$ cat config.mk
export PLATFORM = sky130hd
export DESIGN_NAME = fsk_modem_config_timing
export DESIGN_NICKNAME = d
export VERILOG_FILES = /design/src/pkg/modem_cfg_pkg.sv /design/src/logic/fsk_modem_config_timing.sv /design/src/logic/pin_sync.sv
export SDC_FILE = /design/constraint.sdc
export NUM_CORES = 1
export LEC_CHECK = 0
export ABC_CLOCK_PERIOD_IN_PS = 7950
export BUFFER_PORTS_ARGS = -buffer_cell sky130_fd_sc_hd__buf_4
export CORE_ASPECT_RATIO = 1.5
export CORE_MARGIN = 1.5
export CORE_UTILIZATION = 53
export DETAILED_ROUTE_END_ITERATION = 8
export PLACE_DENSITY_LB_ADDON = 0.1
export SLEW_MARGIN = 20
export SYNTH_ARGS = -nofsm -noshare
export SYNTH_HDL_FRONTEND = slang
export SYNTH_SLANG_ARGS = --single-unit
$ cat constraint.sdc
create_clock -name clock -period 7.95 [get_ports clock]
set_input_delay 0 -clock clock [delete_from_list [all_inputs] [get_ports clock]]
set_output_delay 0 -clock clock [all_outputs]
set_load 0.005 [all_outputs]
$ cat src/pkg/modem_cfg_pkg.sv
// modem_cfg_pkg: constants, register map and carrier types of the modem configuration block
// assumes a 100 MHz core clock and a classic Wishbone slave with byte addresses
package modem_cfg_pkg;

  // clock and derived cycle counts
  localparam int unsigned CLK_HZ = 100_000_000;
  localparam int unsigned CYC_PER_US = CLK_HZ / 1_000_000;
  localparam int unsigned CYC_PER_MS = CLK_HZ / 1_000;
  localparam int unsigned WD_PULSE_NS = 125;
  localparam int unsigned WD_PULSE_CYC = (WD_PULSE_NS * (CLK_HZ / 1_000_000) + 999) / 1000;
  localparam int unsigned WD_TIMEOUT_MS = 1500;
  localparam int unsigned WD_TIMEOUT_CYC = WD_TIMEOUT_MS * CYC_PER_MS;
  localparam int unsigned RST_HOLD_MS = 50;
  localparam int unsigned RST_HOLD_CYC = RST_HOLD_MS * CYC_PER_MS;
  localparam int unsigned TO_SHORT_MS = 1000;
  localparam int unsigned TO_SHORT_CYC = TO_SHORT_MS * CYC_PER_MS;
  localparam int unsigned TO_LONG_MS = 3000;
  localparam int unsigned TO_LONG_CYC = TO_LONG_MS * CYC_PER_MS;
  localparam int unsigned TO_OFF_MS = 125;
  localparam int unsigned TO_OFF_CYC = TO_OFF_MS * CYC_PER_MS;
  localparam int unsigned CD_US [4] = '{500, 1000, 3000, 5000};

  // rate and channel tables, indexed by the control fields
  localparam int unsigned BAUD_RATE [4] = '{600, 1200, 2400, 4800};
  localparam int unsigned BIT_TIME_US [4] = '{1667, 833, 417, 208};
  localparam int unsigned CARRIER_HZ [8] =
    '{60000, 66000, 72000, 76000, 82050, 86000, 110000, 132500};

  // register byte addresses
  localparam logic [7:0] ADDR_CTRL = 8'h00;
  localparam logic [7:0] ADDR_STATE = 8'h04;
  localparam logic [7:0] ADDR_SPACE = 8'h08;
  localparam logic [7:0] ADDR_MARK = 8'h0c;
  localparam logic [7:0] ADDR_RATE = 8'h10;
  localparam logic [7:0] ADDR_IRQ_STAT = 8'h14;
  localparam logic [7:0] ADDR_IRQ_MASK = 8'h18;
  localparam logic [7:0] ADDR_DELTA = 8'h1c;

  // control register: chan 7, 2400 baud, deviation 0.5, 1 s time-out, mclk /2
  localparam logic [16:0] CTRL_RESET = 17'h0_0097;
  localparam logic [16:0] CTRL_WMASK = 17'h1_87bf;
  localparam int unsigned IRQ_W = 3;
  localparam int unsigned IRQ_WD = 0;
  localparam int unsigned IRQ_TO = 1;
  localparam int unsigned IRQ_CD = 2;

  // field encodings
  localparam logic [1:0] TO_OFF = 2'h0;
  localparam logic [1:0] TO_1S = 2'h1;
  localparam logic [1:0] MCLK_DIV2 = 2'h0;
  localparam logic [1:0] MCLK_DIV4 = 2'h1;
  localparam logic [1:0] BAUD_600 = 2'h0;

  typedef struct packed {
    logic [1:0] mclk_sel;
    logic [3:0] rsv_hi;
    logic [1:0] cd_sel;
    logic [1:0] to_sel;
    logic rsv6;
    logic dev_full;
    logic [1:0] baud_sel;
    logic [2:0] chan;
  } ctrl_t;

  typedef struct packed {
    logic [2:0] chan;
    logic [17:0] carrier_hz;
    logic [17:0] space_hz;
    logic [17:0] mark_hz;
    logic [17:0] delta_hz;
  } tone_t;

  typedef enum {TO_IDLE, TO_RUN, TO_HOLD, TO_WAIT} to_state_t;

endpackage

$ cat src/logic/fsk_modem_config_timing.sv
// fsk_modem_config_timing: control register decode, tone plan, watchdog, reset,
// transmit time-out, carrier qualification and master clock output
// assumes a classic Wishbone master on clock; pins are asynchronous to clock
`timescale 1ns/100ps
`default_nettype none

// Notes on behaviour
// - refresh pulses 125 ns wide; no refresh for 1.5 s trips the watchdog
// - continuous transmission limited to 1 s or 3 s, chosen by control bits 7-8
// - after time-out transmit stays off 125 ms; clears within 20 us of direction high
// - carrier qualification time 500 us, 1, 3 or 5 ms from bits 9-10
// - master clock output is clock/2, clock/4 or off from bits 15-16
// - bits 3-4 pick 600, 1200, 2400 or 4800 baud with matching bit times
// - eight carrier channels, 132.5 kHz after reset
// - one channel at a time, changeable while running
// - channel choice retunes transmit and receive filters together
// - tone spacing is deviation 0.5 or 1 times baud; reset gives 1200 Hz
// - logic zero sent at carrier plus half the spacing
module fsk_modem_config_timing
  import modem_cfg_pkg::*;
#(
  parameter int unsigned WD_CYC = modem_cfg_pkg::WD_TIMEOUT_CYC,
  parameter int unsigned RST_CYC = modem_cfg_pkg::RST_HOLD_CYC,
  parameter int unsigned TO1_CYC = modem_cfg_pkg::TO_SHORT_CYC,
  parameter int unsigned TO3_CYC = modem_cfg_pkg::TO_LONG_CYC,
  parameter int unsigned OFF_CYC = modem_cfg_pkg::TO_OFF_CYC,
  parameter int unsigned CD0_CYC = modem_cfg_pkg::CD_US[0] * modem_cfg_pkg::CYC_PER_US,
  parameter int unsigned CD1_CYC = modem_cfg_pkg::CD_US[1] * modem_cfg_pkg::CYC_PER_US,
  parameter int unsigned CD2_CYC = modem_cfg_pkg::CD_US[2] * modem_cfg_pkg::CYC_PER_US,
  parameter int unsigned CD3_CYC = modem_cfg_pkg::CD_US[3] * modem_cfg_pkg::CYC_PER_US
) (
  // clock and reset
  input wire logic clock,
  input wire logic rst,
  // wishbone slave
  input wire logic cyc_i,
  input wire logic stb_i,
  input wire logic we_i,
  input wire logic [7:0] adr_i,
  input wire logic [3:0] sel_i,
  input wire logic [31:0] dat_i,
  output logic [31:0] dat_o,
  output logic ack_o,
  // host pins
  input wire logic transfer_direction,
  input wire logic watchdog_refresh,
  output logic reset_out,
  output logic mclk_out,
  // modem core
  input wire logic carrier_raw,
  output logic carrier_detect,
  output logic tx_enable,
  output logic timeout_flag,
  output modem_cfg_pkg::tone_t tone,
  // interrupt
  output logic irq
);
  import modem_cfg_pkg::*;

  ////////////////////////////////////////////////////////////////////////////
  logic dir_s, refresh_s, carrier_s;

  // direction idles high; a low reset level would fake a transmit request after reset
  pin_sync #(.W(3), .RST_LEVEL(3'b100)) u_sync (
    .clock(clock),
    .rst(rst),
    .pin({transfer_direction, watchdog_refresh, carrier_raw}),
    .level({dir_s, refresh_s, carrier_s})
  );

  ////////////////////////////////////////////////////////////////////////////
  // register file and bus
  ctrl_t ctrl, next_ctrl;
  logic [IRQ_W-1:0] irq_stat, next_irq_stat, irq_mask, next_irq_mask;
  logic [IRQ_W-1:0] events;
  logic [31:0] next_dat;
  logic next_ack, next_irq, bus_req;
  tone_t next_tone;

  function automatic logic [31:0] merge(input logic [31:0] old, input logic [31:0] wd,
                                        input logic [3:0] be);
    logic [31:0] r;
    r = old;
    for (int b = 0; b < 4; b++) begin
      if (be[b]) begin
        r[8*b +: 8] = wd[8*b +: 8];
      end
    end
    return r;
  endfunction

  assign bus_req = cyc_i && stb_i && !ack_o;

  always_comb begin
    next_ctrl = ctrl;
    next_irq_mask = irq_mask;
    next_irq_stat = irq_stat;
    next_dat = 32'h0000_0000;
    next_ack = bus_req;
    // a write lands on the edge at which the master sees ack, when the cycle completes
    if (cyc_i && stb_i && we_i && ack_o) begin
      case (adr_i)
        ADDR_CTRL: next_ctrl = 17'(merge({15'h0000, ctrl}, dat_i, sel_i)
                                   & {15'h0000, CTRL_WMASK});
        ADDR_IRQ_MASK: next_irq_mask = 3'(merge({29'h0000_0000, irq_mask}, dat_i, sel_i)
                                          & {29'h0000_0000, 3'h7});
        ADDR_IRQ_STAT: if (sel_i[0]) next_irq_stat = irq_stat & ~dat_i[IRQ_W-1:0];
        default: ;
      endcase
    end
    // a new event wins over a clearing write in the same cycle
    next_irq_stat = next_irq_stat | events;
    if (bus_req && !we_i) begin
      case (adr_i)
        ADDR_CTRL: next_dat = {15'h0000, ctrl};
        ADDR_STATE: next_dat = {28'h000_0000, reset_out, carrier_detect, timeout_flag,
                                tx_enable};
        ADDR_SPACE: next_dat = {14'h0000, tone.space_hz};
        ADDR_MARK: next_dat = {14'h0000, tone.mark_hz};
        ADDR_RATE: next_dat = {16'(BIT_TIME_US[ctrl.baud_sel]),
                               16'(BAUD_RATE[ctrl.baud_sel])};
        ADDR_IRQ_STAT: next_dat = {29'h0000_0000, irq_stat};
        ADDR_IRQ_MASK: next_dat = {29'h0000_0000, irq_mask};
        ADDR_DELTA: next_dat = {14'h0000, tone.delta_hz};
        default: next_dat = 32'h0000_0000;
      endcase
    end
    next_irq = |(next_irq_stat & next_irq_mask);
  end

  always_ff @(posedge clock or posedge rst) begin
    if (rst) begin
      ctrl <= CTRL_RESET;
      irq_stat <= '0;
      irq_mask <= '0;
      dat_o <= 32'h0000_0000;
      ack_o <= 1'b0;
      irq <= 1'b0;
    end else begin
      ctrl <= next_ctrl;
      irq_stat <= next_irq_stat;
      irq_mask <= next_irq_mask;
      dat_o <= next_dat;
      ack_o <= next_ack;
      irq <= next_irq;
    end
  end

  ////////////////////////////////////////////////////////////////////////////
  // tone plan: one channel feeds both filters, so they can never disagree
  always_comb begin
    logic [17:0] baud, half;
    baud = 18'(BAUD_RATE[ctrl.baud_sel]);
    half = 18'h0_0000;
    next_tone.chan = ctrl.chan;
    next_tone.carrier_hz = 18'(CARRIER_HZ[ctrl.chan]);
    // 600 baud is forced to full deviation in case the host breaks its side
    if (ctrl.dev_full || ctrl.baud_sel == BAUD_600) begin
      next_tone.delta_hz = baud;
    end else begin
      next_tone.delta_hz = baud >> 1;
    end
    half = next_tone.delta_hz >> 1;
    next_tone.space_hz = next_tone.carrier_hz + half;
    next_tone.mark_hz = next_tone.carrier_hz - half;
  end

  always_ff @(posedge clock or posedge rst) begin
    if (rst) begin
      tone <= '0;
    end else begin
      tone <= next_tone;
    end
  end

  ////////////////////////////////////////////////////////////////////////////
  // watchdog and reset output
  logic [31:0] wd_cnt, next_wd_cnt, rst_cnt, next_rst_cnt;
  logic [7:0] pulse_cnt, next_pulse_cnt;
  logic next_reset_out, refresh_ok, wd_trip;

  always_comb begin
    // a refresh counts once the pin has stayed high for the minimum width
    next_pulse_cnt = refresh_s ? ((pulse_cnt == 8'(WD_PULSE_CYC)) ? pulse_cnt
                                  : pulse_cnt + 8'h01) : 8'h00;
    refresh_ok = (pulse_cnt == 8'(WD_PULSE_CYC - 1)) && refresh_s;
    wd_trip = !reset_out && (wd_cnt == 32'(WD_CYC - 1)) && !refresh_ok;
    next_wd_cnt = (reset_out || refresh_ok || wd_trip) ? 32'h0000_0000 : wd_cnt + 32'h1;
    next_reset_out = reset_out;
    next_rst_cnt = 32'h0000_0000;
    if (wd_trip) begin
      next_reset_out = 1'b1;
    end else if (reset_out) begin
      next_rst_cnt = rst_cnt + 32'h1;
      if (rst_cnt == 32'(RST_CYC - 1)) begin
        next_reset_out = 1'b0;
        next_rst_cnt = 32'h0000_0000;
      end
    end
  end

  always_ff @(posedge clock or posedge rst) begin
    if (rst) begin
      pulse_cnt <= 8'h00;
      wd_cnt <= 32'h0000_0000;
      rst_cnt <= 32'h0000_0000;
      reset_out <= 1'b1;
    end else begin
      pulse_cnt <= next_pulse_cnt;
      wd_cnt <= next_wd_cnt;
      rst_cnt <= next_rst_cnt;
      reset_out <= next_reset_out;
    end
  end

  ////////////////////////////////////////////////////////////////////////////
  // transmit time-out; direction low means the host is transmitting
  to_state_t to_state, next_to_state;
  logic [31:0] to_cnt, next_to_cnt, to_limit;
  logic tx_req, next_tx_enable, to_fire;

  assign tx_req = !dir_s;

  always_comb begin
    to_limit = (ctrl.to_sel == TO_1S) ? 32'(TO1_CYC) : 32'(TO3_CYC);
    next_to_state = to_state;
    next_to_cnt = to_cnt;
    to_fire = 1'b0;
    case (to_state)
      TO_IDLE: begin
        next_to_cnt = 32'h0000_0000;
        if (tx_req && ctrl.to_sel != TO_OFF) begin
          next_to_state = TO_RUN;
        end
      end
      TO_RUN: begin
        next_to_cnt = to_cnt + 32'h1;
        if (!tx_req || ctrl.to_sel == TO_OFF) begin
          next_to_state = TO_IDLE;
        end else if (to_cnt >= to_limit - 32'h1) begin
          next_to_state = TO_HOLD;
          next_to_cnt = 32'h0000_0000;
          to_fire = 1'b1;
        end
      end
      TO_HOLD: begin
        next_to_cnt = to_cnt + 32'h1;
        if (to_cnt == 32'(OFF_CYC - 1)) begin
          next_to_state = TO_WAIT;
        end
      end
      TO_WAIT: begin
        // the flag drops on the next edge after direction is seen high
        if (!tx_req) begin
          next_to_state = TO_IDLE;
        end
      end
      default: next_to_state = TO_IDLE;
    endcase
    next_tx_enable = tx_req && (next_to_state == TO_IDLE || next_to_state == TO_RUN);
  end

  always_ff @(posedge clock or posedge rst) begin
    if (rst) begin
      to_state <= TO_IDLE;
      to_cnt <= 32'h0000_0000;
      tx_enable <= 1'b0;
      timeout_flag <= 1'b0;
    end else begin
      to_state <= next_to_state;
      to_cnt <= next_to_cnt;
      tx_enable <= next_tx_enable;
      timeout_flag <= (next_to_state == TO_HOLD || next_to_state == TO_WAIT);
    end
  end

  ////////////////////////////////////////////////////////////////////////////
  // carrier qualification: a dropout restarts the wait
  logic [31:0] cd_cnt, next_cd_cnt, cd_limit;
  logic next_carrier_detect;

  always_comb begin
    case (ctrl.cd_sel)
      2'h0: cd_limit = 32'(CD0_CYC);
      2'h1: cd_limit = 32'(CD1_CYC);
      2'h2: cd_limit = 32'(CD2_CYC);
      default: cd_limit = 32'(CD3_CYC);
    endcase
    next_cd_cnt = 32'h0000_0000;
    next_carrier_detect = 1'b0;
    if (carrier_s) begin
      next_cd_cnt = (cd_cnt >= cd_limit) ? cd_cnt : cd_cnt + 32'h1;
      next_carrier_detect = (next_cd_cnt >= cd_limit);
    end
    events = '0;
    events[IRQ_WD] = wd_trip;
    events[IRQ_TO] = to_fire;
    events[IRQ_CD] = next_carrier_detect && !carrier_detect;
  end

  always_ff @(posedge clock or posedge rst) begin
    if (rst) begin
      cd_cnt <= 32'h0000_0000;
      carrier_detect <= 1'b0;
    end else begin
      cd_cnt <= next_cd_cnt;
      carrier_detect <= next_carrier_detect;
    end
  end

  ////////////////////////////////////////////////////////////////////////////
  // master clock output, registered so the pin never glitches
  logic [1:0] div, next_div;
  logic next_mclk;

  always_comb begin
    next_div = div + 2'h1;
    case (ctrl.mclk_sel)
      MCLK_DIV2: next_mclk = next_div[0];
      MCLK_DIV4: next_mclk = next_div[1];
      default: next_mclk = 1'b0;
    endcase
  end

  always_ff @(posedge clock or posedge rst) begin
    if (rst) begin
      div <= 2'h0;
      mclk_out <= 1'b0;
    end else begin
      div <= next_div;
      mclk_out <= next_mclk;
    end
  end

  ////////////////////////////////////////////////////////////////////////////
  property p_wd_trip;
    @(posedge clock) disable iff (rst)
      (!reset_out && wd_cnt == 32'(WD_CYC - 1) && !refresh_ok) |=> reset_out && irq_stat[IRQ_WD];
  endproperty
  a_wd_trip: assert property (p_wd_trip) else $error("watchdog did not trip");

  property p_rst_hold;
    @(posedge clock) disable iff (rst)
      $fell(reset_out) |-> $past(rst_cnt) == 32'(RST_CYC - 1);
  endproperty
  a_rst_hold: assert property (p_rst_hold) else $error("reset released early");

  property p_to_fire;
    @(posedge clock) disable iff (rst)
      (to_state == TO_RUN && tx_req && ctrl.to_sel != TO_OFF && to_cnt == to_limit - 32'h1)
      |=> timeout_flag && !tx_enable;
  endproperty
  a_to_fire: assert property (p_to_fire) else $error("time-out missed");

  property p_to_off;
    @(posedge clock) disable iff (rst)
      (to_state == TO_HOLD && to_cnt < 32'(OFF_CYC - 1)) |=> !tx_enable && timeout_flag;
  endproperty
  a_to_off: assert property (p_to_off) else $error("transmit reopened early");

  property p_to_clear;
    @(posedge clock) disable iff (rst)
      (to_state == TO_WAIT && $rose(dir_s)) |-> ##[1:2] !timeout_flag;
  endproperty
  a_to_clear: assert property (p_to_clear) else $error("time-out not cleared");

  property p_cd;
    @(posedge clock) disable iff (rst)
      $rose(carrier_detect) |-> $past(carrier_s) && $past(cd_cnt) >= cd_limit - 32'h1;
  endproperty
  a_cd: assert property (p_cd) else $error("carrier qualified too soon");

  property p_mclk2;
    @(posedge clock) disable iff (rst)
      (ctrl.mclk_sel == MCLK_DIV2) [*3] |-> mclk_out != $past(mclk_out);
  endproperty
  a_mclk2: assert property (p_mclk2) else $error("mclk not toggling");

  property p_tone;
    @(posedge clock) disable iff (rst)
      ##1 (tone.space_hz - tone.mark_hz == tone.delta_hz - (tone.delta_hz & 18'h0_0001))
      && (tone.space_hz + tone.mark_hz == {tone.carrier_hz[16:0], 1'b0});
  endproperty
  a_tone: assert property (p_tone) else $error("tones not symmetric");

  property p_dev600;
    @(posedge clock) disable iff (rst)
      (ctrl.baud_sel == BAUD_600) |=> tone.delta_hz == 18'(BAUD_RATE[0]);
  endproperty
  a_dev600: assert property (p_dev600) else $error("600 baud deviation wrong");

  property p_chan;
    @(posedge clock) disable iff (rst)
      1'b1 ##1 1'b1 |=> tone.chan == $past(ctrl.chan) &&
               tone.carrier_hz == 18'(CARRIER_HZ[$past(ctrl.chan)]);
  endproperty
  a_chan: assert property (p_chan) else $error("filters not retuned");

  c_wd: cover property (@(posedge clock) disable iff (rst) $rose(reset_out));
  c_to: cover property (@(posedge clock) disable iff (rst) $fell(timeout_flag));
  c_cd: cover property (@(posedge clock) disable iff (rst) $rose(carrier_detect));
  c_irq: cover property (@(posedge clock) disable iff (rst) $rose(irq));
endmodule
`default_nettype wire

$ cat src/logic/pin_sync.sv
// pin_sync: two-flop synchronisers for asynchronous pin inputs
// assumes each bit is an independent level; no bus coherence is given
`timescale 1ns/100ps
`default_nettype none
module pin_sync #(
  parameter int unsigned W = 1,
  // reset level per bit: set it to the idle level of the pin so reset leaves no false edge
  parameter logic [W-1:0] RST_LEVEL = '0
) (
  // clock and reset
  input wire logic clock,
  input wire logic rst,
  // pins
  input wire logic [W-1:0] pin,
  output logic [W-1:0] level
);
  logic [W-1:0] meta;

  genvar i;
  generate
    for (i = 0; i < W; i++) begin : g_bit
      always_ff @(posedge clock or posedge rst) begin
        if (rst) begin
          meta[i] <= RST_LEVEL[i];
          level[i] <= RST_LEVEL[i];
        end else begin
          meta[i] <= pin[i];
          level[i] <= meta[i];
        end
      end
    end
  endgenerate
endmodule
`default_nettype wire

After elaboration in Yosys (flattened, before gate mapping)
Memory sizes are Yosys's and may differ from the RTL's.
Cells that the tools add are included.
- memories kept: 1
- output and inout port bits: 114
- input bits: 52
- bits in read-only memories: 256
- flip-flop bits (word level): 308
- logic and storage cells: 160
- memory list (memory ; depth ; bits a word ; read ports ; clocked after memory_dff ; wr ports ; RTL line ; text):
    (no name shown) ; 8 ; 32 ; 1 ; 0 ; 0 ; fsk_modem_config_timing.sv:156 ; next_tone.carrier_hz = 18'(CARRIER_HZ[ctrl.chan]);
- reductions and logical operators: 36
- multiplexer cells: 44
- eq/ne operators: 23
- bitwise logic cells: 6
- magnitude comparators: 5
- add/subtract/negate cells: 9
- operators with widths (cell ; number):
    two-way mux 32 bit ; 14
    one-hot mux 32 bit (8 select lines) ; 1
    adder 32 x 1 -> 32 bit (second input constant) ; 4
    binary-select mux 32 bit (select 2 bit) ; 2
    one-hot mux 32 bit (4 select lines) ; 1
    == test 32 x 2 -> 1 bit (second input constant) ; 3
    >= comparator 32 bit ; 3
    one-hot mux 32 bit (3 select lines) ; 1
    two-way mux 18 bit ; 5
    == test 32 x 3 -> 1 bit (second input constant) ; 2
    logical NOT 32 bit ; 2
    one-hot mux 19 bit (3 select lines) ; 1
    == test 32 x 1 -> 1 bit (second input constant) ; 1
    == test 32 x 23 -> 1 bit (second input constant) ; 1
    == test 32 x 24 -> 1 bit (second input constant) ; 1
    == test 32 x 28 -> 1 bit (second input constant) ; 1
    == test 8 x 4 -> 1 bit (second input constant) ; 4
    == test 8 x 5 -> 1 bit (second input constant) ; 4
    two-way mux 16 bit ; 2
    subtractor 29 x 1 -> 30 bit (second input constant) ; 1
    two-way mux 29 bit ; 1
    adder 18 x 17 -> 18 bit ; 1
    two-way mux 3 bit ; 6
    subtractor 18 x 17 -> 18 bit ; 1
    other kinds (25) ; 60

Longest topological paths before layout
Gate-level depths: netlist of the first run.
- depth in word-level cells: 10
- depth in mapped cells: 20
- gate-level depth less buffers: 20

Cells and area by module
Synthesis of the first run repeated with hierarchy kept, for this count alone.
- cells, all modules: 1343
- area, all modules: 14083.5 um2
- modules (own cells, without submodules) (module ; area an instance (um2) ; instances ; sequential area each (um2) ; cells each):
    fsk_modem_config_timing ; 13927.1 ; 1 ; 7064.3 ; 1336
    pin_sync ; 156.4 ; 1 ; 152.6 ; 7

Least setup slack after synthesis of the first run
Ideal clock, no wire load.
- path kind: reg-to-reg
- from: reg ctrl[9] (netlist bit)
- to: reg irq
- path buffers: 1
- stages on the path, launching flop included: 21
- setup time: 0.066 ns
- path slack: 3.781 ns
- period minus slack after synthesis: 4.169 ns
- data required time: 7.884 ns
- data arrival time: 4.103 ns
- cells stage by stage: dfrtp_1 -> inv_1 -> ha_1 -> inv_1 -> ha_1 -> or3_1 -> a211oi_2 -> o21ai_1 -> a311oi_4 -> buf_2 -> nand4_1 -> xnor2_1 -> ha_1 -> nand3_1 -> nor2_1 -> o21ai_0 -> or3_1 -> mux2i_1 -> nor4_2 -> o31ai_2 -> a41o_1
- word-level cells in the longest chain between the ends: 10
- elaborated cells on any way between the ends: 12
- those cells by class: order compare (2); eq/ne (2); mux (3); bitwise (2); reduce/logical (3)
- RTL lines (what ; RTL line ; text):
    start: declaration ; fsk_modem_config_timing.sv:73 ; ctrl_t ctrl, next_ctrl;
    start signal: assignment ; fsk_modem_config_timing.sv:140 ; ctrl <= next_ctrl;
    == test 2 bit (tied with other cells) ; fsk_modem_config_timing.sv:283 ; case (ctrl.cd_sel)
    one-hot mux 19 bit (3 select lines) (*) ; fsk_modem_config_timing.sv:283 ;
    >= comparator 32 bit ; fsk_modem_config_timing.sv:292 ; next_cd_cnt = (cd_cnt >= cd_limit) ? cd_cnt : cd_cnt + 32'h1;
    two-way mux 32 bit ; fsk_modem_config_timing.sv:292 ;
    >= comparator 32 bit (*) ; fsk_modem_config_timing.sv:293 ; next_carrier_detect = (next_cd_cnt >= cd_limit);
    two-way mux 1 bit (*) ; fsk_modem_config_timing.sv:291 ; if (carrier_s) begin
    logical AND 1 bit (*) ; fsk_modem_config_timing.sv:298 ; events[IRQ_CD] = next_carrier_detect && !carrier_detect;
    OR 3 bit (*) ; fsk_modem_config_timing.sv:112 ; next_irq_stat = next_irq_stat | events;
    AND 3 bit (*) ; fsk_modem_config_timing.sv:128 ; next_irq = |(next_irq_stat & next_irq_mask);
    OR reduction 3 bit (*) ; fsk_modem_config_timing.sv:128 ;
    via next_irq ; fsk_modem_config_timing.sv:77 ; logic next_ack, next_irq, bus_req;
    end signal: assignment ; fsk_modem_config_timing.sv:145 ; irq <= next_irq;
    end: declaration ; fsk_modem_config_timing.sv:56 ; output logic irq
Mark *: on every way through the listed nets, which the timed path passes. The rest lies on a longest branch.
A chain may end at the register's enable or synchronous reset.

Final worst setup path of the first run
- from: reg ctrl[9] (netlist bit)
- to: reg irq_stat[2]
- word-level cells in the longest chain between the ends: 8
- elaborated cells on any way between the ends: 10
- those cells by class: order compare (2); eq/ne (2); mux (3); bitwise (1); reduce/logical (2)
- RTL lines (what ; RTL line ; text):
    == test 2 bit (tied with other cells) ; fsk_modem_config_timing.sv:283 ;
    one-hot mux 19 bit (3 select lines) (*) ; fsk_modem_config_timing.sv:283 ;
    >= comparator 32 bit ; fsk_modem_config_timing.sv:292 ;
    two-way mux 32 bit ; fsk_modem_config_timing.sv:292 ;
    >= comparator 32 bit (*) ; fsk_modem_config_timing.sv:293 ;
    two-way mux 1 bit (*) ; fsk_modem_config_timing.sv:291 ;
    logical AND 1 bit (*) ; fsk_modem_config_timing.sv:298 ;
    OR 3 bit (*) ; fsk_modem_config_timing.sv:112 ;
    via next_irq_stat[2] ; fsk_modem_config_timing.sv:74 ; logic [IRQ_W-1:0] irq_stat, next_irq_stat, irq_mask, next_irq_mask;
    end signal: assignment ; fsk_modem_config_timing.sv:141 ; irq_stat <= next_irq_stat;
    end: declaration ; fsk_modem_config_timing.sv:74 ;
Marked as above.

==> results of run 1 <==
## power groups by stage
stage          combinational [W]  sequential [W]  clock [W]
4_1_cts                 0.000125         0.00152    0.00146
2_1_floorplan          0.0000787         0.00154          0
5_1_grt                 0.000141         0.00153    0.00152
6_report                0.000125         0.00152    0.00143
3_5_place_dp            0.000114         0.00155          0
3_3_place_gp            0.000113         0.00155          0
## worst max-delay path, stage by stage, from the launching register on
cell	delay (ns)
dfrtp_1	0.51
inv_1	0.18
ha_1	0.32
inv_1	0.06
ha_1	0.19
or3_1	0.32
a211oi_2	0.16
o21ai_1	0.16
a311oi_4	0.80
nand2_1	0.19
nor2_1	0.17
xor2_1	0.20
ha_1	0.27
a21o_1	0.18
a2111oi_0	0.35
o21ai_0	0.22
nor4_2	0.30
o31ai_2	0.13
a32o_1	0.26
## worst max-delay path by stage
stage,start,endpoint,slack [ns],cells past startpoint
6_report,ctrl[9]$_DFFE_PP0P_,irq_stat[2]$_DFF_PP0_,2.87,18
5_1_grt,ctrl[9]$_DFFE_PP0P_,irq_stat[2]$_DFF_PP0_,2.52,18
4_1_cts,ctrl[9]$_DFFE_PP0P_,irq_stat[2]$_DFF_PP0_,2.84,18
3_5_place_dp,ctrl[9]$_DFFE_PP0P_,irq_stat[2]$_DFF_PP0_,2.86,18
3_3_place_gp,ctrl[9]$_DFFE_PP0P_,irq$_DFF_PP0_,2.97,20
2_1_floorplan,rst,ack_o$_DFF_PP0_,0.01,1
## cells in the final DEF (no fill, tap or decap), types with 29 or more instances in the layout
master           n
xor2_1          82
and2_1          51
inv_1           60
conb_1          51
buf_4          131
xnor2_1         54
nand3_1         50
ha_1            77
dfrtp_1        280
clkbuf_16       29
nand4_1         40
dlygate4sd3_1   31
nor2_1         168
a21oi_1         46
nand2_1         98
nor3_1          29
## state kept, by name (all words and copies together), names as in the netlist, 8 cells and up
signal and flops:
cd_cnt 32, ctrl 12, dat_o 25, pulse_cnt 8, rst_cnt 32, to_cnt 32
to_state 32, tone 62, wd_cnt 32
## layer usage
layer	global-route usage [%]	part of all wire, %	up-vias
met5	0	0	-
met1	30.3	41	5050
met2	43.7	52	207
li1	-	-	4972
met3	3.40	4.0	68
met4	9.80	3.6	0
## logic make-up (layout without fill, tap and decap cells)
group           Yosys count  in the layout
flops                   288            288
buf+inv                 120            276
simple gates            554            554
mux                      25             25
other cells               1             51
xor+xnor                136            136
fa+ha+maj                79             79
compound gates          156            156
## cells in the mapped netlist, types with 8 or more instances
| master | number |
|---|---|
| nand2b_1 | 8 |
| clkbuf_1 | 34 |
| mux2_2 | 10 |
| o21ai_0 | 23 |
| and4_1 | 11 |
| xor2_1 | 82 |
| nand3_1 | 50 |
| nor3_1 | 30 |
| mux2i_1 | 15 |
| nor2b_1 | 18 |
| nor2_1 | 168 |
| xnor2_1 | 54 |
| nor4b_1 | 9 |
| a21oi_1 | 46 |
| dfrtp_1 | 280 |
| nand2_1 | 98 |
| nor4_1 | 17 |
| inv_1 | 61 |
| buf_4 | 20 |
| or3_1 | 11 |
| and2_1 | 51 |
| dfstp_2 | 8 |
| ha_1 | 77 |
| nand4_1 | 40 |
| o21a_1 | 8 |
| and3_1 | 23 |
## stage by stage
step | util [%] | hold WS (ns) | setup slack, ns | total power [W] | std cells
2_1_floorplan | - | 0.00448 | 0.0142 | 0.00162 | 1409
6_report | 64.6 | 0.0973 | 2.87 | 0.00307 | 1898
3_3_place_gp | 59.4 | 0.110 | 2.97 | 0.00166 | 1814
3_5_place_dp | 59.4 | 0.110 | 2.86 | 0.00166 | 1814
5_1_grt | 64.6 | 0.0865 | 2.52 | 0.00319 | 1898
4_1_cts | 64.4 | 0.0833 | 2.84 | 0.00311 | 1896
## final cells by class
type,instances,area [sq um],share of cell area (%)
multi-input combinational,1001,6570,39.2
sequential,288,7220,43.1
tap,333,417,2.49
clock inverter,12,166,0.993
inverter,61,236,1.41
timing repair buffer,163,1320,7.88
clock buffer,40,837,4.99
==> results.md, run 1 <==
* Number of vias per cell at 5.43
* Compound-Gate Fraction of Synth Area at 7.78%
* Final wirelength at 33.1 mm
* Setup violations, final at 0
* Largest family of logic cells by synthesized area: simple AND/OR/NAND/NOR gates
* Multiplexer share of the synthesized area at 1.86%
* Fillcell total at 2124
* # diodes at 0
* Die Span Y at 203 microns
* FF-to-FF End: irq_stat[2]$_DFF_PP0_
* Sw frac at 21.6%
* Cell Area, Placed at around 15000 sq um
* Yosys warning total at 0
* Worst-case clock buffer depth at 3
* Hold depth at 2
* Io pins at 166
* Comb power frac at 4.1%
* Post-synthesis adder-cell area fraction at 7.12%
* R2R setup slack at approximately 2.9 ns
* Area grow syn2layout at 18.9%
* DP HPWL at 23.5 mm
* Setup TNS Final at 0 ns
* DR DRC count at 0
* Worst skew pair latency at 0.56 ns
* Max-cap violations at 0
* Maximum clock frequency at 197 MHz
* Final Hold Viols at 0
* Ys async rst share at 100%
* CP Data Required Time at roughly 8.4 ns
* Cell Area, Synth at 14100 sq um
* Fin area at 16800 sq um
* Hold_sp: transfer_direction
* Crit path launch type: flop
* WL/cell at roughly 17 microns
* Yosys top cell by area: dfrtp_1
* Layout cells sized above 1 at 14.1%
* Worst slew pin tran at 1.08 ns
* Worst Hold Class: input pin to flop
* Vias at 10300
* Crit. End Element: flop
* Clock skew at 0.0126 ns
* Clock slew at reported path FFs at 0.06 ns
* WS Path Type: flop to flop
* Die Wd at 136 microns
* Mean Syn Cell Area at 10.4 sq um
* Initial detailed-routing violation count at 608
* XOR/XNOR Fraction of Synth Area at 8.45%
* Hold_buf cts at 30
* Gr ovfl total at 0
* Post-CTS setup buffer count at 0
* Ranking of synthesized cells by area: dfrtp_1 (50%), ha_1 (6.8%), xor2_1 (5.1%)
* Full die area at 27600 sq um
* Worst Path Max Fanout at 18
* Router iterations before antenna repair at 5
* Hold Path End: u_sync.meta[2]$_DFF_PP1_
* Max_slew headroom at 27.6%
* Sequential Power Share at 49.6%
* Post-synthesis sequential area ratio at 51.2%
* FF+latch count, synth at 288
* Reg2reg start: ctrl[9]$_DFFE_PP0P_
* Worst ir drop on vdd at approximately 180 uV
* Global Route Usage Sum at 24.8%
* Clock network power share at a little under half
* H-tree depth at 1
* Simple-gate share of the synthesized area at 19.8%
* Final Max Tran Viols at 0
* Status: finished clean
* Synth top area share at between 40% and 50%
* Minimum clock period at 5.08 ns
* R2R cell count at 18
* First-pass GRT wire length at 54.0 mm
* CTS Buf Count at 28
* Cts repair resizes at 0
* Ys flop type: dfrtp_1
* Psw at 0.000665 W
* Clk sinks at 288
* Largest net degree at the start of global routing at between 100 and 150
* Post-Syn Instances at 1359
* Routed Antenna Nets at 0
* Vias in the first global route at 10600
* Initial antenna violation count at 0
* RSZ-0062 raised after global routing: false
* Row Count at 72
* Period utilization at 64.0%
* Core ar. at about 26000 sq um
* Leakage Power at approximately 8 nW
* Pwr/cell area at 183 nW/um^2
* Post-synth EDFFs at 0
* Cell Int Power at 0.00241 W
* Port Buffer Count at between 100 and 150
* Clock root buffer: clkbuf_16
* Nets at 1674
* WP data arrival at 5.53 ns
* Placer Congestion at 0.893
* CTS tree: done
* Initial core utilization at 54.3%
* Cell variety after synth at 69
Power figures use the tool's default switching activity.
==> inputs of run 2 (changes only) <==
Settings changed: ABC_AREA from default to 1, ABC_CLOCK_PERIOD_IN_PS 7950 to 4400.
Clock period 7.95 ns to 4.4 ns, I/O delays scaled along.
==> run 2 against run 1 <==
Compared with the run above:
- the flow now finishes with violations (design-rule violations)
- sequential share of layout area fell by 1.9 points
- total power rose by 76%
- critical path depth rose by 8
- die area rose by 4.6%
- sequential power rose by 80%
- routed wire length rose by 9.9%
- synthesized area rose by 4.7%
- clock-buffer cell count rose by 1
- register-to-register slack got worse by 2.5 ns
- fmax rose by 27%
- critical path type unchanged
- critical endpoint is now irq$_DFF_PP0_
==> results.md, run 2 <==
* Status: finished with violations
* Failing checks: design-rule violations
* Register name with the most flops: tone
* Yosys top cell by area: dfrtp_1
* Vias in the first global route at 11900 (+13%)
* CTS tree: done
* Setup ws final at 0.381 ns (-2.48 ns)
* Worst Hold Class: input pin to flop
* Commonest cells after routing, fill and taps aside: nand2_1 (286), dfrtp_1 (278), inv_1 (225)
* Worst-case clock buffer depth at 3 (unchanged)
* Final Hold Viols at 0 (unchanged)
* Number of vias per cell at 5.31 (-2.2%)
* Worst ir drop on vdd at 302 uV (+71%)
* Comb power frac at 3.9% (-0.2 points)
* Max_slew headroom at 40.4% (+13 points)
* Clock skew at 0.0111 ns (-0.00157 ns)
* Cell Area, Placed at 16200 sq um (+4.9%)
* Minimum clock period at 4.02 ns (-1.07 ns)
* Sequential Power Share at 50.6% (+1.0 points)
* Core ar. at 27300 sq um (+5.3%)
* Initial antenna violation count at 0 (unchanged)
* Ys async rst share at 100% (unchanged)
* Die Span Y at 207 microns (+2.3%)
* Hold depth at 4 (+2)
* Final Max Tran Viols at 0 (unchanged)
* Port Buffer Count at 126 (unchanged)
* Reg2reg start: ctrl[9]$_DFFE_PP0P_
* Die Wd at 139 microns (+2.3%)
* Post-synthesis sequential area ratio at 48.9% (-2.3 points)
* Ranking of synthesized cells by area: dfrtp_1 (47%), nand2_1 (7.3%), ha_1 (6.5%)
* R2R setup slack at 0.38 ns (-2.48 ns)
* First-pass GRT wire length at 59.1 mm (+9.4%)
* Cell Int Power at 0.00420 W (+74%)
* Crit. End Element: flop
* FF+latch count, synth at 288 (unchanged)
* Period utilization at 91.3% (+27 points)
* WP data arrival at 4.51 ns (-1.02 ns)
* Fin area at 17500 sq um (+4.6%)
* Sw frac at 22.4% (+0.75 points)
* DP HPWL at 26.7 mm (+14%)
* DR DRC count at 2 (+2)
* Initial detailed-routing violation count at 555 (-8.7%)
* Synth top area share at 47.5% (-2.2 points)
* Footprint of the multi-input gates at 6560 sq um (-0.11%)
* Clk sinks at 288 (unchanged)
* CP Data Required Time at 4.89 ns (-3.51 ns)
* Synth cell count leaders: nand2_1 (286), dfrtp_1 (280), inv_1 (228)
* # diodes at 0 (unchanged)
* Max-cap violations at 0 (unchanged)
* Hold Path End: dat_o[21]$_DFF_PP0_
* Worst skew pair latency at 0.56 ns (about the same)
* Final wirelength at 36.3 mm (+9.9%)
* Gr ovfl total at 0 (unchanged)
* Nets at 2063 (+23%)
* Ys flop type: dfrtp_1
* WL/cell at 15.8 microns (-9.2%)
* Pwr/cell area at 308 nW/um^2 (+68%)
* Full die area at 28900 sq um (+4.6%)
* Cell variety after synth at 60 (-13%)
* Post-Syn Instances at 1721 (+27%)
* Post-synth EDFFs at 0 (unchanged)
* Leakage Power at 8.56 nW (+6.4%)
* WS Path Type: flop to flop
* Worst slew pin tran at 0.892 ns (-0.184 ns)
* Commonest non-fill, non-tap cell in the layout: nand2_1
* Router iterations before antenna repair at 9 (+4)
* Clock network power share at 45.5% (-0.9 points)
* Largest net degree at the start of global routing at 133 (-8.3%)
* Global Route Usage Sum at 25.3% (+0.53 points)
* Largest register FFs at 62 (unchanged)
* Cell Area, Synth at 14800 sq um (+4.7%)
* Io pins at 166 (unchanged)
* Clock slew at reported path FFs at 0.06 ns (about the same)
* Psw at 0.00121 W (+82%)
* Row Count at 74 (+2.8%)
* Layout cells sized above 1 at 13.9% (-0.14 points)
* Maximum clock frequency at 249 MHz (+27%)
* Worst Path Max Fanout at 9 (-9)
* Hold_sp: we_i
* Mean Syn Cell Area at 8.58 sq um (-17%)
* Setup TNS Final at 0 ns (unchanged)
* Placer Congestion at 0.941 (+5.4%)
* Initial core utilization at 54.1% (-0.29 points)
* Yosys warning total at 0 (unchanged)
* Area grow syn2layout at 18.7%
* Pre-CTS setup slack at 0.108 ns (-2.75 ns)
* Vias at 12200 (+18%)
* Fillcell total at 2341 (+10%)
* FF+latch area at 7220 sq um (about the same)
* Clock root buffer: clkbuf_16
* Most common cell in the synthesized netlist: nand2_1
* Final Util at 64.2% (-0.42 points)
* Routed Antenna Nets at 0 (unchanged)
* Final total power at 0.00540 W (+76%)
* H-tree depth at 1 (unchanged)
* R2R cell count at 26 (+8)
* FF-to-FF End: irq$_DFF_PP0_
* Setup violations, final at 0 (unchanged)
* CTS Buf Count at 29 (+3.6%)
* Crit path launch type: flop
[run 2: per-layer routing]
layer | share of wire (%) | global-route usage, % | vias up
met4 | 4.4 | 10.9 | 0
met1 | 40 | 30.1 | 5831
met2 | 51 | 45.2 | 307
li1 | - | - | 5957
met3 | 4.7 | 3.83 | 97
met5 | 0 | 0 | -
[run 2: through the flow]
stage	instances	hold slack, ns
finish	2297	0.0884
detailed placement	2203	0.113
CTS	2291	0.0549
global route	2297	0.0815
global placement	2203	0.110
floorplan	1771	0.00448
[run 2: how the worst max path moves through the flow]
stage,depth (start not counted),slack (ns),start,to
floorplan,1,0.59,rst,ack_o$_DFF_PP0_
global placement,29,0.25,ctrl[9]$_DFFE_PP0P_,irq$_DFF_PP0_
detailed placement,27,0.11,ctrl[9]$_DFFE_PP0P_,irq$_DFF_PP0_
CTS,27,0.09,ctrl[9]$_DFFE_PP0P_,irq$_DFF_PP0_
global route,27,-0.01,ctrl[9]$_DFFE_PP0P_,irq$_DFF_PP0_
finish,26,0.38,ctrl[9]$_DFFE_PP0P_,irq$_DFF_PP0_
[run 2: kinds of logic after synthesis]
logic type               synth area share (%)
AND/OR/NAND/NOR                          23.9
flip-flops                               48.9
other                                  0.0254
multiplexers                            0.458
adder cells (fa/ha/maj)                  6.80
AO/OA/AOI/OAI                            7.59
XOR/XNOR                                 4.09
buffers and inverters                    8.21
[run 2: critical path, stage by stage, from the launching register on]
cell	delay (ns)
dfrtp_2	0.45
ha_1	0.25
inv_1	0.20
ha_1	0.29
nand2_1	0.07
nor2_1	0.05
nand2_1	0.06
nor2_1	0.04
a21oi_1	0.16
nand2_2	0.08
nand2_4	0.11
nand4_1	0.10
buf_4	0.18
nor4b_4	0.27
buf_4	0.16
nand4_1	0.08
xor2_1	0.21
inv_1	0.07
ha_1	0.30
nand4_1	0.13
nor3_2	0.22
nand2_1	0.09
nand3_2	0.11
nand3_1	0.08
nand2_1	0.10
nand2_1	0.05
nand2_1	0.05
[run 2: cell type report]
type                            instances  share of cell area [%]
Multi-Input combinational cell       1183                    37.4
Sequential cell                       288                    41.2
Clock inverter                         13                   0.728
Timing Repair Buffer                  176                    8.09
Clock buffer                           41                    4.68
Inverter                              254                    5.46
Tap cell                              342                    2.44
[run 2: power groups by stage]
stage / Sequential [W] / Combinational (W) / Clock [W]
after floorplan: 0.00278 / 0.000134 / 0
after global placement: 0.00278 / 0.000191 / 0
after detailed placement: 0.00278 / 0.000196 / 0
after CTS: 0.00274 / 0.000214 / 0.00252
after global routing: 0.00274 / 0.000241 / 0.00262
final: 0.00274 / 0.000211 / 0.00246
[run 2: timing repair]
item,4_1_cts,5_1_grt
endpoints found under the setup margin,0,3
hold endpoints to repair,66,0
hold buffers,34,0
gates resized for setup,0,11
buffers inserted,0,6
==> inputs of run 3 (changes only) <==
Settings changed: ABC_CLOCK_PERIOD_IN_PS 4400 to 5050, CORE_UTILIZATION 53 to 64.
Clock period 4.4 ns to 5.05 ns, I/O delays scaled along.
==> run 3 against run 2 <==
Compared with the run above:
- the flow now finishes without violations
- routed wire length increased by 3.0%
- non-clock buffer count fell by 10
- cell count decreased by 3.5%
- die area is 17% lower
- core utilization is 13 points higher
- sequential power is 13% lower
- clock-buffer cell count shrank 3
- global-route usage increased by 6.4 points
- largest power group unchanged
==> results.md, run 3 (synthesis results as in run 2) <==
* Clock network power share at 47.0% (+1.5 points)
* Placer Congestion at 0.956 (+1.6%)
* Number of vias per cell at 5.66 (+6.6%)
* Router iterations before antenna repair at 5 (-4)
* Clock slew at reported path FFs at 0.07 ns (about the same)
* Commonest cells after routing, fill and taps aside: nand2_1 (286), dfrtp_1 (280), inv_1 (227)
* RSZ-0062 raised after global routing: false
* Worst skew pair latency at 0.55 ns (about the same)
* Global Route Usage Sum at 31.7% (+6.4 points)
* GR peak layer: met2
* H-tree depth at 1 (unchanged)
* Die Span Y at 189 microns (-8.9%)
* Sw frac at 21.2% (-1.1 points)
* Full die area at 24000 sq um (-17%)
* M2 GR Usage at 56.4% (+11 points)
* Pwr/cell area at 279 nW/um^2 (-9.6%)
* Top delay family on crit path: simple AND/OR/NAND/NOR gates
* Largest stage delay, worst path at 0.53 ns (+0.08 ns)
* Worst ir drop on vdd at 260 uV (-14%)
* Crit path launch type: flop
* Largest register FFs at 62 (unchanged)
* Nets at 2052 (-0.53%)
* Worst Path Max Fanout at 11 (+2)
* Core ar. at 22500 sq um (-18%)
* Cell Int Power at 0.00382 W (-8.9%)
* Worst-case clock buffer depth at 3 (unchanged)
* Largest net degree at the start of global routing at 194 (+46%)
* Clk sinks at 288 (unchanged)
* Max-cap violations at 0 (unchanged)
* Row Count at 67 (-9.5%)
* Io pins at 166 (unchanged)
* CTS Buf Count at 28 (-3.4%)
* Comb power frac at 3.9% (about the same)
* Sequential Power Share at 49.1% (-1.5 points)
* Final wirelength at 37.4 mm (+3.0%)
* Crit path buf inv count at 3 (-1)
* Vias in the first global route at 12600 (+5.4%)
* Met1 GRT Util at 37.8% (+7.8 points)
* Final total power at 0.00485 W (-10%)
* First-pass GRT wire length at 61.2 mm (+3.6%)
* # diodes at 0 (unchanged)
* Setup violations, final at 0 (unchanged)
* WS Path Type: flop to flop
* Gr ovfl total at 0 (unchanged)
* Minimum clock period at 4.53 ns (+0.514 ns)
* Most used cell, CP: nand2_1
* Layout cells sized above 1 at 13.2% (-0.67 points)
* Vias at 12500 (+2.8%)
* Max_slew headroom at 27.7% (-13 points)
* Commonest non-fill, non-tap cell in the layout: nand2_1
* Initial antenna violation count at 0 (unchanged)
* Final Max Tran Viols at 0 (unchanged)
* Hold slack at 0.0253 ns (-0.0631 ns)
* Crit. End Element: flop
* WL/cell at 16.9 microns (+6.8%)
* CP Cell Sequence: inv_1 -> ha_1 -> nor2_1 -> ha_1 -> nand2_1 -> o21ai_0 -> nor3_4 -> buf_4 -> nand2_2 -> nor3_1 -> xor2_1 -> inv_1 -> ha_1 -> a21o_1 -> a21oi_1 -> nand2_1 -> a21oi_1 -> nand2_1 -> nand2_1 -> nand3_1 -> nand3_1 -> nand2_1 -> nand2_1 -> nand2_1
* Port Buffer Count at 126 (unchanged)
* Area grow syn2layout at 18.0%
* Status: finished clean
* Worst slew pin tran at 1.08 ns (+0.189 ns)
* Routed Antenna Nets at 0 (unchanged)
* Die Wd at 127 microns (-8.8%)
* CP Data Required Time at 5.47 ns (+0.58 ns)
* Clock skew at 0.0134 ns (+0.00236 ns)
* DP HPWL at 26.1 mm (-2.3%)
* Worst Hold Class: input pin to flop
* Maximum clock frequency at 221 MHz (-11%)
* Clock root buffer: clkbuf_16
* DR DRC count at 0 (-2)
* CTS tree: done
* Fillcell total at 1567 (-33%)
* Final Hold Viols at 0 (unchanged)
* Register name with the most flops: tone
* Leakage Power at 8.54 nW (-0.25%)
* Met3 usage at 4.86% (+1.0 points)
* Initial core utilization at 65.7% (+12 points)
* Slowest CP cell: dfrtp_1
* Initial detailed-routing violation count at 939 (+69%)
* Psw at 0.00103 W (-15%)
* WP data arrival at 4.95 ns (+0.44 ns)
* Setup TNS Final at 0 ns (unchanged)
* Period utilization at 89.8% (-1.6 points)
-- run 3: cell count changes in the layout (fill, tap and decap cells not counted), sizes merged --
cell	change
clkbuf	-3
buf	-5
clkinv	-3
bufinv	+3
dlygate4sd3	-5
clkinvlp	-2
-- run 3: worst register-to-register path: stages (launching register included) --
cell and delay, ns:
dfrtp_1 0.53, inv_1 0.22, ha_1 0.26, nor2_1 0.18, ha_1 0.26, nand2_1 0.10
o21ai_0 0.15, nor3_4 0.37, buf_4 0.19, nand2_2 0.15, nor3_1 0.30, xor2_1 0.22
inv_1 0.07, ha_1 0.29, a21o_1 0.19, a21oi_1 0.15, nand2_1 0.08, a21oi_1 0.13
nand2_1 0.06, nand2_1 0.05, nand3_1 0.14, nand3_1 0.13, nand2_1 0.08, nand2_1 0.06
nand2_1 0.05
-- run 3: area by class of cell --
type                       count  area, sq um  share of cell area, %
tap                          276          345                   1.98
timing repair buffer         166         1350                   7.76
sequential                   288         7220                   41.4
inverter                     254          957                   5.49
clock buffer                  38          830                   4.76
multi-input combinational   1183         6530                   37.5
clock inverter                11          188                   1.08
-- run 3: worst paths after layout --
kind | start | to | slack (ns) | cells after the start
hold / removal | sel_i[1] | ctrl[8]$_DFFE_PP0P_ | 0.03 | 3
setup / recovery | ctrl[9]$_DFFE_PP0P_ | irq$_DFF_PP0_ | 0.52 | 24
max in group asynchronous | rst | tone[63]$_DFF_PP0_ | 3.37 | 5
hold reg to reg | u_sync.meta[2]$_DFF_PP1_ | u_sync.level[2]$_DFF_PP1_ | 0.36 | 0
setup reg to reg | ctrl[9]$_DFFE_PP0P_ | irq$_DFF_PP0_ | 0.52 | 24
min in group asynchronous | rst | to_state[14]$_DFF_PP0_ | 0.22 | 3
-- run 3: layer usage --
layer	vias up	routed length (microns)
met5	-	0
met4	0	1520
met3	104	2040
met2	439	19300
met1	6079	14600
li1	5911	-
-- run 3: what timing repair did --
item	4_1_cts	5_1_grt
buffers inserted	0	6
resized for setup	0	1
endpoints found under the setup margin	0	1
endpoints found under the hold margin	66	0
hold buffers	29	0
-- run 3: through the flow --
stage | cell area, sq um | worst slack (ns) | utilization [%] | instances
global placement | 16000 | 0.733 | 71.4 | 2131
global route | 17400 | 0.0529 | 77.5 | 2216
floorplan | 15000 | 1.24 | - | 1771
finish | 17400 | 0.517 | 77.5 | 2216
detailed placement | 16000 | 0.647 | 71.4 | 2131
CTS | 17300 | 0.524 | 77.2 | 2209
-- run 3: power groups by stage --
| stage | clock network, W | registers [W] | logic (W) |
|---|---|---|---|
| 2_1_floorplan | 0 | 0.00242 | 0.000117 |
| 3_3_place_gp | 0 | 0.00242 | 0.000163 |
| 3_5_place_dp | 0 | 0.00242 | 0.000168 |
| 4_1_cts | 0.00231 | 0.00238 | 0.000185 |
| 5_1_grt | 0.00240 | 0.00239 | 0.000215 |
| 6_report | 0.00228 | 0.00238 | 0.000188 |
